[src/hw/ltc_pkg.sv]
// Constants shared by the loopback test control block and its serial control port.
// Assumes one 25 MHz clock and a serial port whose pins are already synchronous to it.
package ltc_pkg;

  // Register offsets on the serial control port.
  localparam logic [6:0] OFS_TEST_GATE    = 7'h02;
  localparam logic [6:0] OFS_DIAG_SELECT  = 7'h07;
  localparam logic [6:0] OFS_LOOP_PATH    = 7'h18;
  localparam logic [6:0] OFS_PCM_LOOPBACK = 7'h24;

  // Field positions inside the 8-bit registers.
  localparam int unsigned POS_GATE      = 7;
  localparam int unsigned POS_DIAG_LO   = 0;
  localparam int unsigned POS_PATH_LO   = 4;
  localparam int unsigned POS_PCM_LB    = 0;

  // Values after reset: every loop off.
  localparam logic       RST_GATE       = 1'b0;
  localparam logic [1:0] RST_DIAG       = 2'h0;
  localparam logic [3:0] RST_PATH       = 4'h0;
  localparam logic       RST_PCM_LB     = 1'b0;

  // Digital diagnostic selector codes.
  localparam logic [1:0] DIAG_NORMAL    = 2'h0;
  localparam logic [1:0] DIAG_INTERP    = 2'h2;
  localparam logic [1:0] DIAG_DECIM     = 2'h3;

  // Loop path select codes.
  localparam logic [3:0] PATH_NORMAL    = 4'h0;
  localparam logic [3:0] PATH_BS_DIGITAL = 4'h1;
  localparam logic [3:0] PATH_BS_REMOTE = 4'h2;
  localparam logic [3:0] PATH_ANALOG_IF = 4'h3;

  // Serial frame: command byte (read flag, 7-bit address) then one data byte.
  localparam logic [4:0] SPI_CMD_BITS   = 5'h08;
  localparam logic [4:0] SPI_FRAME_BITS = 5'h10;

endpackage

[src/hw/ltc_spi_slave.sv]
// Serial control port slave: 16-bit frames, most significant bit first.
// Assumes clock, select and data pins are synchronous to mclk_i and slower than mclk_i / 4.
`timescale 1ns/1ps
module ltc_spi_slave
  import ltc_pkg::*;
(
  // Clock and reset.
  input  wire logic       mclk_i,
  input  wire logic       rst_n_i,
  // Serial pins.
  input  wire logic       spi_clk_i,
  input  wire logic       spi_cs_n_i,
  input  wire logic       spi_mosi_i,
  output logic            spi_miso_o,
  output logic            spi_miso_oe_n_o,
  // Register side.
  output logic [6:0]      reg_addr_o,
  output logic [7:0]      reg_wdata_o,
  output logic            reg_wr_o,
  input  wire logic [7:0] reg_rdata_i
);

  typedef struct packed {
    logic       clk_prev;
    logic [4:0] count;
    logic [7:0] shift_in;
    logic       is_read;
    logic [6:0] addr;
    logic [7:0] shift_out;
    logic [7:0] wdata;
    logic       wr;
  } ltc_spi_s;

  ltc_spi_s state_reg;
  ltc_spi_s state_next;

  // Bits are taken on the rising serial edge; read data moves on the falling one.
  always_comb begin
    logic rise;
    logic fall;
    rise = 1'b0;
    fall = 1'b0;
    state_next = state_reg;
    state_next.clk_prev = spi_clk_i;
    state_next.wr = 1'b0;
    rise = spi_clk_i & ~state_reg.clk_prev;
    fall = ~spi_clk_i & state_reg.clk_prev;
    if (spi_cs_n_i) begin
      // A deselect abandons any partial frame, so a short frame never writes.
      state_next.count = 5'h00;
      state_next.is_read = 1'b0;
    end else if (rise && state_reg.count < SPI_FRAME_BITS) begin
      state_next.shift_in = {state_reg.shift_in[6:0], spi_mosi_i};
      state_next.count = state_reg.count + 5'h01;
      if (state_reg.count == SPI_CMD_BITS - 5'h01) begin
        state_next.is_read = state_reg.shift_in[6];
        state_next.addr = {state_reg.shift_in[5:0], spi_mosi_i};
      end
      if (state_reg.count == SPI_FRAME_BITS - 5'h01 && !state_reg.is_read) begin
        state_next.wdata = {state_reg.shift_in[6:0], spi_mosi_i};
        state_next.wr = 1'b1;
      end
    end else if (fall && state_reg.count > SPI_CMD_BITS && state_reg.count < SPI_FRAME_BITS) begin
      state_next.shift_out = {state_reg.shift_out[6:0], 1'b0};
    end else if (state_reg.count == SPI_CMD_BITS && spi_clk_i) begin
      // The address flop has settled, so the register value is loaded from a stable address.
      state_next.shift_out = reg_rdata_i;
    end
  end

  // The address comes from its flop, which keeps the read path free of a loop through this logic.
  always_comb begin
    reg_addr_o = state_reg.addr;
  end

  always_ff @(posedge mclk_i or negedge rst_n_i) begin
    if (!rst_n_i) begin
      state_reg <= '{clk_prev: 1'b0, count: 5'h00, shift_in: 8'h00, is_read: 1'b0,
                     addr: 7'h00, shift_out: 8'h00, wdata: 8'h00, wr: 1'b0};
    end else begin
      state_reg <= state_next;
    end
  end

  // The data pin is driven only in the data phase of a read.
  assign spi_miso_o      = state_reg.shift_out[7];
  assign spi_miso_oe_n_o = ~(state_reg.is_read & ~spi_cs_n_i & (state_reg.count >= SPI_CMD_BITS));
  assign reg_wdata_o     = state_reg.wdata;
  assign reg_wr_o        = state_reg.wr;

endmodule

[src/hw/ltc_top.sv]
// Loopback test control: control registers and the data path switches they steer.
// Assumes the data path words are synchronous to mclk_i; each path adds one clock of latency.
// Assumes the registers are reached only through the serial control port, with no parallel bus.
// Loop levels are decoded from the control flops; every switched data output is registered.
`timescale 1ns/1ps
module ltc_top
  import ltc_pkg::*;
#(
  parameter int unsigned DATA_W = 16
)
(
  // Clock and reset.
  input  wire logic              mclk_i,
  input  wire logic              rst_n_i,
  // Serial control port.
  input  wire logic              spi_clk_i,
  input  wire logic              spi_cs_n_i,
  input  wire logic              spi_mosi_i,
  output logic                   spi_miso_o,
  output logic                   spi_miso_oe_n_o,
  // Loop status, one level per loop.
  output logic                   digital_loop_interp_o,
  output logic                   remote_loop_decim_o,
  output logic                   digital_loop_bitstream_o,
  output logic                   remote_loop_bitstream_o,
  output logic                   analog_interface_loop_o,
  output logic                   pcm_loopback_enable_o,
  // Interpolator and decimator words.
  input  wire logic [DATA_W-1:0] interp_tx_i,
  input  wire logic [DATA_W-1:0] decim_rx_i,
  output logic [DATA_W-1:0]      interp_tx_o,
  output logic [DATA_W-1:0]      decim_rx_o,
  // Bit streams between the host side and the line side.
  input  wire logic              tx_bitstream_i,
  input  wire logic              rx_bitstream_i,
  output logic                   tx_bitstream_o,
  output logic                   rx_bitstream_o,
  // PCM words between the compander and the core.
  input  wire logic [DATA_W-1:0] pcm_tx_i,
  input  wire logic [DATA_W-1:0] core_rx_i,
  output logic [DATA_W-1:0]      pcm_rx_o
);

  // All control and data path state in one record: the four loop controls, then the registered data path outputs.
  // Only the field bits are kept, so the control part of the record is eight flops wide.
  typedef struct packed {
    // Loop controls.
    logic              gate;
    logic [1:0]        diag;
    logic [3:0]        path;
    logic              pcm_lb;

    // Registered data path outputs.
    logic [DATA_W-1:0] interp_tx;
    logic [DATA_W-1:0] decim_rx;
    logic              tx_bs;
    logic              rx_bs;
    logic [DATA_W-1:0] pcm_rx;
  } ltc_top_s;

  // State and internal reset.
  ltc_top_s   state_reg;
  ltc_top_s   state_next;
  logic [1:0] rst_sync_reg;
  logic       rst_n;
  // Register port of the serial slave.
  logic [6:0] reg_addr;
  logic [7:0] reg_wdata;
  logic       reg_wr;
  logic [7:0] reg_rdata;
  // Decoded loop levels.
  logic       loop_interp;
  logic       loop_decim;
  logic       loop_bs_digital;
  logic       loop_bs_remote;
  logic       loop_analog_if;

  // Reset is taken asynchronously and released through two flip-flops.
  // Only the second flop feeds the logic, so a release close to an edge cannot split the design.
  // The pin reset still clears the slave and the controls at once, so no loop survives a reset.
  always_ff @(posedge mclk_i or negedge rst_n_i) begin
    if (!rst_n_i) begin
      rst_sync_reg <= 2'h0;
    end else begin
      rst_sync_reg <= {rst_sync_reg[0], 1'b1};
    end
  end
  assign rst_n = rst_sync_reg[1];

  // Serial control port; its address comes from a flop and its write pulse lasts one clock.
  ltc_spi_slave i_ltc_spi_slave (
    .mclk_i          (mclk_i),
    .rst_n_i         (rst_n),
    .spi_clk_i       (spi_clk_i),
    .spi_cs_n_i      (spi_cs_n_i),
    .spi_mosi_i      (spi_mosi_i),
    .spi_miso_o      (spi_miso_o),
    .spi_miso_oe_n_o (spi_miso_oe_n_o),
    .reg_addr_o      (reg_addr),
    .reg_wdata_o     (reg_wdata),
    .reg_wr_o        (reg_wr),
    .reg_rdata_i     (reg_rdata)
  );

  // Register map, one field per register:
  //   test gate      offset 0x02, bit 7     arms the selector loops;
  //   diag selector  offset 0x07, bits 1:0  picks the interpolator or the decimator loop;
  //   loop path      offset 0x18, bits 7:4  picks one of the bit stream loops;
  //   PCM loopback   offset 0x24, bit 0     turns PCM words round before the core.
  // Every field is read-write; writing any other bit of a register has no effect.
  // Read view of one address; bits outside the loop fields and unknown addresses read zero.
  function automatic logic [7:0] read_view(input logic [6:0] addr, input ltc_top_s s);
    logic [7:0] v;
    v = 8'h00;
    unique case (addr)
      OFS_TEST_GATE:    v[POS_GATE] = s.gate;
      OFS_DIAG_SELECT:  v[POS_DIAG_LO +: 2] = s.diag;
      OFS_LOOP_PATH:    v[POS_PATH_LO +: 4] = s.path;
      OFS_PCM_LOOPBACK: v[POS_PCM_LB] = s.pcm_lb;
      default:          v = 8'h00;
    endcase
    return v;
  endfunction

  // Read data follows the address combinationally; the slave loads it once the address has settled.
  assign reg_rdata = read_view(reg_addr, state_reg);

  // Loop decode. The selector is stored even while the gate is clear, but acts only
  // with the gate set, so software that writes the selector early is harmless.
  // Path codes are compared whole, so codes 0100 to 1111 are stored and read back but select no loop.
  // The levels are combinational, so they change in the same clock as the control flop behind them.
  assign loop_interp     = state_reg.gate & (state_reg.diag == DIAG_INTERP);
  assign loop_decim      = state_reg.gate & (state_reg.diag == DIAG_DECIM);
  assign loop_bs_digital = (state_reg.path == PATH_BS_DIGITAL);
  assign loop_bs_remote  = (state_reg.path == PATH_BS_REMOTE);
  assign loop_analog_if  = (state_reg.path == PATH_ANALOG_IF);

  // Register writes and the registered data path switches.
  // Several loops may be set at once; each switch then acts on its own, and the result
  // is only as meaningful as software's choice of combination.
  // A write to an address outside the map falls into the default arm and changes nothing.
  always_comb begin
    state_next = state_reg;
    // Each write touches one field only; the other controls keep their values.
    if (reg_wr) begin
      unique case (reg_addr)
        OFS_TEST_GATE:    state_next.gate = reg_wdata[POS_GATE];
        OFS_DIAG_SELECT:  state_next.diag = reg_wdata[POS_DIAG_LO +: 2];
        OFS_LOOP_PATH:    state_next.path = reg_wdata[POS_PATH_LO +: 4];
        OFS_PCM_LOOPBACK: state_next.pcm_lb = reg_wdata[POS_PCM_LB];
        default:          state_next.gate = state_reg.gate;
      endcase
    end

    // The switches use the controls as they stand now, so a new loop acts one clock after its write.
    // Interpolated transmit words replace the decimated receive input.
    if (loop_interp) begin
      state_next.decim_rx = interp_tx_i;
    end else begin
      state_next.decim_rx = decim_rx_i;
    end

    // Received words are sent back out toward the D/A converter.
    if (loop_decim) begin
      state_next.interp_tx = decim_rx_i;
    end else begin
      state_next.interp_tx = interp_tx_i;
    end

    // Transmit stream from the PCM input reaches the receive channel and the PCM output.
    if (loop_bs_digital | loop_analog_if) begin
      state_next.rx_bs = tx_bitstream_i;
    end else begin
      state_next.rx_bs = rx_bitstream_i;
    end

    // Receive stream is fed back into the transmit stream and the analog transmit channel.
    if (loop_bs_remote) begin
      state_next.tx_bs = rx_bitstream_i;
    end else begin
      state_next.tx_bs = tx_bitstream_i;
    end

    // PCM words turn round before the core.
    if (state_reg.pcm_lb) begin
      state_next.pcm_rx = pcm_tx_i;
    end else begin
      state_next.pcm_rx = core_rx_i;
    end
  end

  // Every loop control clears on reset, so the device powers up in normal operation.
  // The data outputs clear too, so nothing stale appears on a path in the first clock after release.
  always_ff @(posedge mclk_i or negedge rst_n) begin
    if (!rst_n) begin
      state_reg <= '{gate:      RST_GATE,
                     diag:      RST_DIAG,
                     path:      RST_PATH,
                     pcm_lb:    RST_PCM_LB,
                     interp_tx: '0,
                     decim_rx:  '0,
                     tx_bs:     1'b0,
                     rx_bs:     1'b0,
                     pcm_rx:    '0};
    end else begin
      state_reg <= state_next;
    end
  end

  // Status levels, straight from the decode; they are not delayed like the data.
  assign digital_loop_interp_o    = loop_interp;
  assign remote_loop_decim_o      = loop_decim;
  assign digital_loop_bitstream_o = loop_bs_digital;
  assign remote_loop_bitstream_o  = loop_bs_remote;
  assign analog_interface_loop_o  = loop_analog_if;
  assign pcm_loopback_enable_o    = state_reg.pcm_lb;

  // Registered data outputs; each lags its selected input by one clock.
  assign interp_tx_o              = state_reg.interp_tx;
  assign decim_rx_o               = state_reg.decim_rx;
  assign tx_bitstream_o           = state_reg.tx_bs;
  assign rx_bitstream_o           = state_reg.rx_bs;
  assign pcm_rx_o                 = state_reg.pcm_rx;

endmodule
[config.mk]
export PLATFORM = sky130hd
export DESIGN_NAME = ltc_top
export DESIGN_NICKNAME = d
export VERILOG_FILES = /design/src/hw/ltc_pkg.sv /design/src/hw/ltc_spi_slave.sv /design/src/hw/ltc_top.sv
export SDC_FILE = /design/constraint.sdc
export NUM_CORES = 1
export LEC_CHECK = 0
export ABC_AREA = 1
export BUFFER_PORTS_ARGS = -buffer_cell sky130_fd_sc_hd__buf_2
export CAP_MARGIN = 15
export CORE_ASPECT_RATIO = 0.5
export CORE_MARGIN = 2
export CORE_UTILIZATION = 45
export CTS_CLUSTER_SIZE = 25
export DETAILED_ROUTE_END_ITERATION = 10
export PLACE_DENSITY = 0.76
export SYNTH_ARGS = -nofsm -noshare
export SYNTH_HDL_FRONTEND = slang
export SYNTH_SLANG_ARGS = --single-unit
[constraint.sdc]
create_clock -name mclk_i -period 4.27 [get_ports mclk_i]
set_input_delay 0.6405 -clock mclk_i [delete_from_list [all_inputs] [get_ports mclk_i]]
set_output_delay 0.6405 -clock mclk_i [all_outputs]
set_load 0.005 [all_outputs]
* Word level (Yosys, flattened, before mapping)
Cells that the tools add are included.
Word-level totals: logic and storage cells 82, bits in registers 99
Operators by class: reductions and logical operators 18, add/subtract/negate cells 1, equal/unequal tests 12, bitwise gates (word level) 12, muxes and demuxes 18, magnitude comparators 3
Operators with widths (number):
- two-way mux 16 bit | 3
- two-way mux 8 bit | 3
- two-way mux 21 bit | 1
- AND reduction 2 bit | 6
- == test 5 x 4 -> 1 bit (second input constant) | 2
- AND reduction 3 bit | 3
- == test 4 x 2 -> 1 bit (second input constant) | 2
- == test 7 x 2 -> 1 bit (second input constant) | 1
- == test 7 x 3 -> 1 bit (second input constant) | 1
- == test 7 x 5 -> 1 bit (second input constant) | 1
- == test 7 x 6 -> 1 bit (second input constant) | 1
- two-way mux 1 bit | 7
- AND 1 bit | 6
- nonzero test 2 bit | 3
- adder 5 x 1 -> 5 bit (second input constant) | 1
- == test 5 x 3 -> 1 bit (second input constant) | 1
- greater-or-equal comparator 5 x 4 -> 1 bit (second input constant) | 1
- greater-than comparator 5 x 4 -> 1 bit (second input constant) | 1
- logical AND 1 bit | 5
- < comparator 5 bit (second input constant) | 1
- two-way mux 5 bit | 1
- NOT 1 bit | 5
- == test 2 bit (second input constant) | 2
- == test 4 x 1 -> 1 bit (second input constant) | 1
- 4 further kinds | 5

* Longest topological paths before layout
Gate-level depths: netlist (run 1).
depth in word-level cells 6, depth in mapped cells 10, gate-level depth less buffers 10

* By module
From an unflattened synthesis (run 1), not the netlist that was laid out.
Second synthesis, totals: cell total of the unflattened synthesis 512, area, all modules 4774.6 um^2
Modules (own cells, without submodules):
- ltc_top | times used 1, cells an instance 303, area each 2894.0 um^2, seq. area each 1501.4 um^2
- ltc_spi_slave | times used 1, cells an instance 209, area each 1880.6 um^2, seq. area each 950.9 um^2

* Least setup slack after synthesis (run 1)
Ideal clock, no wire load.
kind register -> output, from register state_reg[55] (netlist name), to output digital_loop_interp_o, required time 3.629 ns, cell stages (with the launch flop) 3, path buffers 1, slack 2.746 ns, arrival 0.884 ns, cell sequence dfrtp_1 > nor3_2 > buf_2
On the way: word-level cells in the longest chain between the ends 2
RTL lines:
- start, declared | RTL line ltc_top.sv:62 | ltc_top_s state_reg;
- start signal, assigned | RTL line ltc_top.sv:196 | state_reg <= '{gate: RST_GATE,
- start signal, assigned | RTL line ltc_top.sv:206 | state_reg <= state_next;
- == test 2 bit | RTL line ltc_top.sv:132 | assign loop_interp = state_reg.gate & (state_reg.diag == DIAG_INTERP);
- AND 1 bit | RTL line ltc_top.sv:132
- end, declared | RTL line ltc_top.sv:22 | output logic digital_loop_interp_o,
No other way between the ends.

* Worst setup path in the final report (run 1)
Ends and elaborated chain as after synthesis.

==> results of run 1 <==
==> per-stage QoR <==
stage          instances  setup WS [ns]  total power, mW  hold slack [ns]
2_1_floorplan        461           1.40             1.08            0.331
3_3_place_gp         667           2.50             1.12            0.339
3_5_place_dp         667           2.47             1.12            0.343
4_1_cts              681           2.18             1.84           0.0663
5_1_grt              681           2.08             1.90           0.0626
6_report             681           2.19             1.81           0.0777
==> final timing paths <==
path	to	cells past startpoint	startpoint
setup / recovery	digital_loop_interp_o	3	state_reg[55]
hold / removal	rst_sync_reg[1]	1	rst_n_i
setup reg to reg	i_ltc_spi_slave.reg_wdata_o[7]	10	i_ltc_spi_slave.state_reg[33]
hold reg to reg	decim_rx_o[9]	0	rst_sync_reg[1]
max in group asynchronous	i_ltc_spi_slave.state_reg[15]	1	rst_sync_reg[1]
min in group mclk_i	rst_sync_reg[1]	0	rst_sync_reg[0]
==> power groups by stage <==
| stage | clock, mW | combinational (mW) | sequential [mW] |
|---|---|---|---|
| 2_1_floorplan | 0 | 0.0883 | 0.989 |
| 3_3_place_gp | 0 | 0.132 | 0.987 |
| 3_5_place_dp | 0 | 0.136 | 0.989 |
| 4_1_cts | 0.726 | 0.137 | 0.972 |
| 5_1_grt | 0.772 | 0.153 | 0.976 |
| 6_report | 0.708 | 0.134 | 0.971 |
==> routing by layer <==
metal / track usage, % / wire length [um]
met1: 19.6 / 3580
met2: 28.6 / 4010
met3: 4.56 / 279
met4: 6.54 / 159
met5: 0 / 0
==> cell type report <==
cell class / instances / area [um^2] / share of cell area (%)
flip-flops and latches: 96 / 2410 / 47.7
repair buffers: 130 / 656 / 13.0
well taps: 135 / 169 / 3.35
clock inverters: 1 / 5.00 / 0.0992
multi-input cells: 254 / 1370 / 27.1
inverters: 52 / 195 / 3.87
clock buffers: 13 / 250 / 4.96
==> cells in the final DEF (no fill, tap or decap) <==
cell,netlist,routed
dfrtp_4,0,1
a22oi_2,1,1
o21ai_0,33,33
mux2_2,16,16
nand3_1,17,17
nor3_4,1,2
nor2_8,1,1
o22ai_1,1,1
nand2_4,3,3
nor2_2,2,2
nor2_4,1,1
nor2_1,24,24
clkinv_2,0,1
xnor2_1,1,1
dfrtp_1,96,95
nand3_2,1,1
buf_4,52,2
clkbuf_1,0,3
inv_1,48,48
buf_2,5,128
inv_2,4,4
o21ai_1,16,16
conb_1,1,1
nand2_2,5,5
nor3_1,1,1
o21ai_2,12,12
nor3b_1,1,1
a21oi_1,3,3
nand4_1,1,1
nand2_1,108,108
ha_1,3,3
clkbuf_8,0,1
clkbuf_16,0,9
==> synthesized netlist by cell type (4+ instances only) <==
cell,instances,area share (%)
inv_1,48,4.1
nor2_1,24,2.1
nand2_2,5,0.71
inv_2,4,0.34
dfrtp_1,96,55
o21ai_2,12,2.4
o21ai_1,16,1.8
nand2_1,108,9.2
nand3_1,17,1.9
buf_2,5,0.57
mux2_2,16,4.1
buf_4,52,8.9
o21ai_0,33,3.8
==> cells by family after synthesis <==
family / count (synthesis)
xor+xnor: 1
mux: 16
other cells: 1
fa+ha+maj: 3
simple gates: 167
compound gates: 66
buf+inv: 111
flops: 96
==> summary.md, run 1 <==
| Metric | Value |
|---|---|
| Crit path max fanout | `33` |
| Run status | `finished, final reports clean` |
| Number of flip-flops in the largest register | `21` |
| Post-Syn Area per Cell | `9.53 um^2` |
| Die span in x | `144 um` |
| Adder-Cell Fraction of Synth Area | `less than 1%` |
| Overflow after GRT | `0` |
| CP endpoint kind | `output port` |
| HP Class | `in -> async` |
| CTS root buf | `clkbuf_16` |
| Worst-path clk slew | `0.06 ns` |
| Seq/Total Area, Yosys | `~55%` |
| Worst slew pin tran | `just over 0.7 ns` |
| Sw Ratio | `22.0%` |
| Port buffer count | `roughly 130` |
| # DRC | `0` |
| Yosys Warn Count | `0` |
| Register bit count reported by yosys | `between 90 and 100` |
| Worst-Skew Late Latency | `0.33 ns` |
| Buf/Inv on CP | `2` |
| Clk buf depth | `2` |
| Skew final | `~0.0045 ns` |
| Clock Power Share | `roughly two fifths` |
| Mapped Area | `0.00439 mm^2` |
| Area after DPL | `0.00479 mm^2` |
| Vias in the first global route | `2,981` |
| Lkg Pwr | `2.66 nW` |
| Async set-or-reset flop fraction in the synthesized netlist | `100%` |
| # Post-CTS Setup Buffers | `0` |
| Initial antenna violation count | `0` |
| Net count, final | `about 620` |
| Internal Power | `around 1.4 mW` |
| Kind of critical path | `reg -> out` |
| Std cell rows | `25` |
| Critical path required time | `between 3 and 4 ns` |
| CTS Hold Buffers Added | `0` |
| CP max stage delay | `around 0.43 ns` |
| Gr usage total | `roughly 16%` |
| Setup TNS | `0 ns` |
| Layout cells sized above 1 | `a little over a third` |
| Netlist cell types | `30` |
| Main combinational cell family by area after synthesis | `simple AND/OR/NAND/NOR gates` |
| Max-slew violations | `0` |
| Post-synthesis xor/xnor area fraction | `less than 1%` |
| Worst Path Arrival | `1.43 ns` |
| Pre-antenna DRT Iters | `4` |
| Crit path cell chain | `nor3_4 -> buf_4 -> buf_2` |
| Post-DP HPWL | `between 5000 and 6000 um` |
| Number of synthesized flops with an enable pin | `0` |
| CTS tree | `built` |
| # setup viols final | `0` |
| DR WL/cell | `11.8 um` |
| Post-synthesis compound-gate area fraction | `slightly below 9%` |
| Comb power frac | `7.4%` |
| First-pass GRT wire length | `about 13,000 um` |
| Post-Route Utilization | `approximately 53%` |
| Vias/cell | `between 4 and 5` |
| Drt first-iter violations | `around 150` |
| Part of the cycle the worst path needs | `between 40% and 50%` |
| Area growth, synth to finish | `14.8%` |
| Total of max-cap violations | `0` |
| Sink Count | `96` |
| N_diodes | `0` |
| Largest net degree at the start of global routing | `about 50` |
| Mux contribution to synthesized area | `around 4%` |
| Post-layout instance area | `a little over 0.005 mm^2` |
| Area of the core | `0.00948 mm^2` |
| PD cells | `about 360 mW/mm^2` |
| Worst setup SP type | `register` |
| P_sw | `~400 uW` |
| Num CTS Buffers | `9` |
| Cells after Synth | `between 400 and 500` |
| Slowest-stage cell, CP | `dfrtp_1` |
| CTS H-tree lvls | `3` |
| Initial core utilization | `a little under half` |
| Die Y | `73.9 um` |
| Prevailing post-synth register cell | `dfrtp_1` |
| Cts repair resizes | `0` |
| Fillers | `882` |
| Fmax | `482 MHz` |
| Total number of vias | `between 3k and 4k` |
| Final Hold Viols | `0` |
| Antenna Nets Post-Route | `0` |
| Worst R2R Setup Slack | `2.71 ns` |
| CP top delay family | `buffers and inverters` |
| Unrepaired setup endpoints after global routing | `no` |
| Flop pwr share | `a little over half` |
| Synthesized Nets | `approximately 540` |
| Slew headroom | `52.8%` |
| Min Clock Period, post-route | `about 2.1 ns` |
| Worst VDD drop | `between 0.15 and 0.2 mV` |
| Num ports | `about 130` |
| Post-Route WL | `between 8000 and 9000 um` |
| Die Area | `between 0.01 and 0.015 mm^2` |
| Simple-Gate Fraction of Synth Area | `16.9%` |
| GPL Wtd Cong | `roughly 0.79` |
(Power assumes the default switching activity.)
==> run 2, diff against run 1 <==
--- a/config.mk
+++ b/config.mk
@@ -5,7 +5,7 @@
 export SDC_FILE = /design/constraint.sdc
 export NUM_CORES = 1
 export LEC_CHECK = 0
-export ABC_AREA = 1
+export ABC_AREA = 0
 export BUFFER_PORTS_ARGS = -buffer_cell sky130_fd_sc_hd__buf_2
 export CAP_MARGIN = 15
 export CORE_ASPECT_RATIO = 0.5
@@ -13,7 +13,7 @@
 export CORE_UTILIZATION = 45
 export CTS_CLUSTER_SIZE = 25
 export DETAILED_ROUTE_END_ITERATION = 10
-export PLACE_DENSITY = 0.76
+export PLACE_DENSITY = 0.79
 export SYNTH_ARGS = -nofsm -noshare
 export SYNTH_HDL_FRONTEND = slang
 export SYNTH_SLANG_ARGS = --single-unit
==> constraint.sdc (replaced) <==
create_clock -name mclk_i -period 1.75 [get_ports mclk_i]
set_input_delay 0.2625 -clock mclk_i [delete_from_list [all_inputs] [get_ports mclk_i]]
set_output_delay 0.2625 -clock mclk_i [all_outputs]
set_load 0.005 [all_outputs]
==> summary.md, run 2 <==
| Metric | Value |
|---|---|
| Drt first-iter violations | `~150` |
| Crit path max fanout | `4` |
| Worst setup SP type | `register` |
| Total of max-cap violations | `0` |
| Post-DP HPWL | `~6000 um` |
| Initial antenna violation count | `0` |
| CTS tree | `built` |
| HP Class | `in -> reg` |
| Vias in the first global route | `~2.7k` |
| Worst-Skew Late Latency | `0.34 ns` |
| Slew headroom | `roughly two thirds` |
| Largest net degree at the start of global routing | `55` |
| P_sw | `between 1 and 1.5 mW` |
| Hold depth | `1` |
| Die Area | `about 0.010 mm^2` |
| Run status | `finished, final reports clean` |
| Commonest cells post-synth | `dfrtp_1 (96), nand2_1 (50), buf_4 (49)` |
| Cells after Synth | `between 300 and 400` |
| Sink Count | `between 90 and 100` |
| Fmax | `582 MHz` |
| Unrepaired setup endpoints after global routing | `yes` |
| Seq/Total Area, Yosys | `55.8%` |
| Final Hold Viols | `0` |
| Top sig layer | `met4` |
| Part of the cycle the worst path needs | `a little over nine tenths` |
| Largest cells by area after synthesis | `dfrtp_1 (56%), mux2_2 (12%), buf_4 (8.6%), mux2_1 (5.8%), nand2_1 (4.4%)` |
| Port buffer count | `around 130` |
| Initial core utilization | `a little under half` |
| Prevailing post-synth register cell | `dfrtp_1` |
| Kind of critical path | `reg -> out` |
| Sw Ratio | `between 20% and 30%` |
| Comb power frac | `7.9%` |
| Net count, final | `between 500 and 600` |
| Skew final | `0.00577 ns` |
| Netlist cell types | `45` |
| Lkg Pwr | `about 2.6 nW` |
| Worst slew pin tran | `between 0.5 and 0.6 ns` |
| Met3 Wirelength | `around 320 um` |
| Setup TNS | `0 ns` |
| Number of synthesized flops with an enable pin | `0` |
| PD cells | `around 900 mW/mm^2` |
| Post-Syn Area per Cell | `12.5 um^2` |
| Commonest non-fill, non-tap cell in the layout | `buf_2` |
| # DRC | `0` |
| Clk buf depth | `2` |
| Overflow after GRT | `0` |
| Die Y | `about 73 um` |
| N_diodes | `0` |
| Top-area cell type share of the netlist area | `roughly 56%` |
| Layout cells sized above 1 | `49.3%` |
| Worst VDD drop | `approximately 0.50 mV` |
| FF-to-FF path depth | `4` |
| Internal Power | `between 3 and 4 mW` |
| Mapped Area | `roughly 0.0043 mm^2` |
| Async set-or-reset flop fraction in the synthesized netlist | `100%` |
| Num ports | `around 130` |
| Clock Power Share | `between 30% and 40%` |
| Dpl ws | `0.0413 ns` |
| M1 wire length | `between 3000 and 4000 um` |
| Area of the core | `~0.0094 mm^2` |
| Worst-path clk slew | `roughly 0.060 ns` |
| Leading cell types in the layout, fill and taps excluded | `buf_2 (128), dfrtp_1 (94), nand2_1 (50)` |
| Total number of vias | `2,759` |
| CP endpoint kind | `output port` |
| DR WL/cell | `roughly 15 um` |
| Count leader, synth | `dfrtp_1` |
| Synthesized Nets | `about 420` |
| Post-Route Utilization | `around 55%` |
| Post-layout instance area | `0.00515 mm^2` |
| Num CTS Buffers | `9` |
| Gr usage total | `between 10% and 20%` |
| Area growth, synth to finish | `19.7%` |
| Flop pwr share | `53.0%` |
| First-pass GRT wire length | `between 10,000 and 15,000 um` |
| # setup viols final | `0` |
| Vias/cell | `just under 5` |
| Register bit count reported by yosys | `96` |
| Number of flip-flops in the largest register | `21` |
| CTS root buf | `clkbuf_16` |
| Max-slew violations | `0` |
| Area leader, netlist | `dfrtp_1` |
| Hold slack | `approximately 0.13 ns` |
| Antenna Nets Post-Route | `0` |
| Pre-antenna DRT Iters | `4` |
| Min Clock Period, post-route | `roughly 1.7 ns` |
| Std cell rows | `25` |
| Critical path required time | `about 1.5 ns` |
| Worst Path Arrival | `~1.5 ns` |
| Final worst-path setup slack | `between 0.03 and 0.04 ns` |
| Post-Route WL | `8410 um` |
| WL met2 | `approximately 4300 um` |
| CTS H-tree lvls | `3` |
| Yosys Warn Count | `0` |
| Die span in x | `142 um` |
| Area after DPL | `0.00482 mm^2` |
| GPL Wtd Cong | `~0.85` |
run 2: final timing paths:
| kind | slack (ns) | to | from |
|---|---|---|---|
| min | 0.13 | i_ltc_spi_slave.state_reg[38] | spi_clk_i |
| min reg2reg | 0.23 | pcm_rx_o[1] | rst_sync_reg[1] |
| max in group asynchronous | 0.92 | interp_tx_o[7] | rst_sync_reg[1] |
| max | 0.03 | spi_miso_oe_n_o | i_ltc_spi_slave.state_reg[36] |
| min in group asynchronous | 0.23 | pcm_rx_o[1] | rst_sync_reg[1] |
| max reg2reg | 0.05 | i_ltc_spi_slave.reg_addr_o[3] | i_ltc_spi_slave.state_reg[38] |
run 2: cell type report:
class	count	area (um^2)
clock buffers	11	253
clock inverters	3	18.8
fillers	771	4200
inverters	6	22.5
multi-input cells	184	1490
flip-flops and latches	96	2410
well taps	121	151
repair buffers	148	813
run 2: power groups by stage:
stage | combinational [mW] | clock [mW] | sequential, mW
after global placement | 0.355 | 0 | 2.48
after detailed placement | 0.361 | 0 | 2.49
after global routing | 0.407 | 1.93 | 2.47
after CTS | 0.364 | 1.85 | 2.45
after floorplan | 0.229 | 0 | 2.47
final | 0.363 | 1.80 | 2.45
run 2: kinds of logic after synthesis:
logic type,count (synthesis),share of synthesized area [%]
AO/OA/AOI/OAI,12,2.33
XOR/XNOR,4,0.815
adder cells (fa/ha/maj),3,0.873
buffers and inverters,63,10.1
flip-flops,96,55.8
multiplexers,69,18.1
other,1,0.0872
AND/OR/NAND/NOR,95,11.9
run 2: worst max-delay path, cell delays in order, from the launching register on:
cell,delay (ns)
dfrtp_1,0.37
buf_6,0.12
nor2_2,0.05
or3b_2,0.43
buf_2,0.14
run 2: repair_timing:
action,in CTS,in global routing
buffers inserted,1,2
resized for setup,2,6
hold endpoints to repair,2,0
endpoints found under the setup margin,1,14
hold buffers,1,0
run 2: metal layers:
layer,vias up,global-route usage (%)
li1,1325,-
met1,1366,20.4
met2,55,28.7
met3,13,4.66
met4,0,8.00
met5,-,0
run 2: stage by stage:
step	power, mW	cells
after global routing	4.81	569
after detailed placement	2.85	551
final	4.61	569
after global placement	2.84	551
after CTS	4.67	567
after floorplan	2.70	343
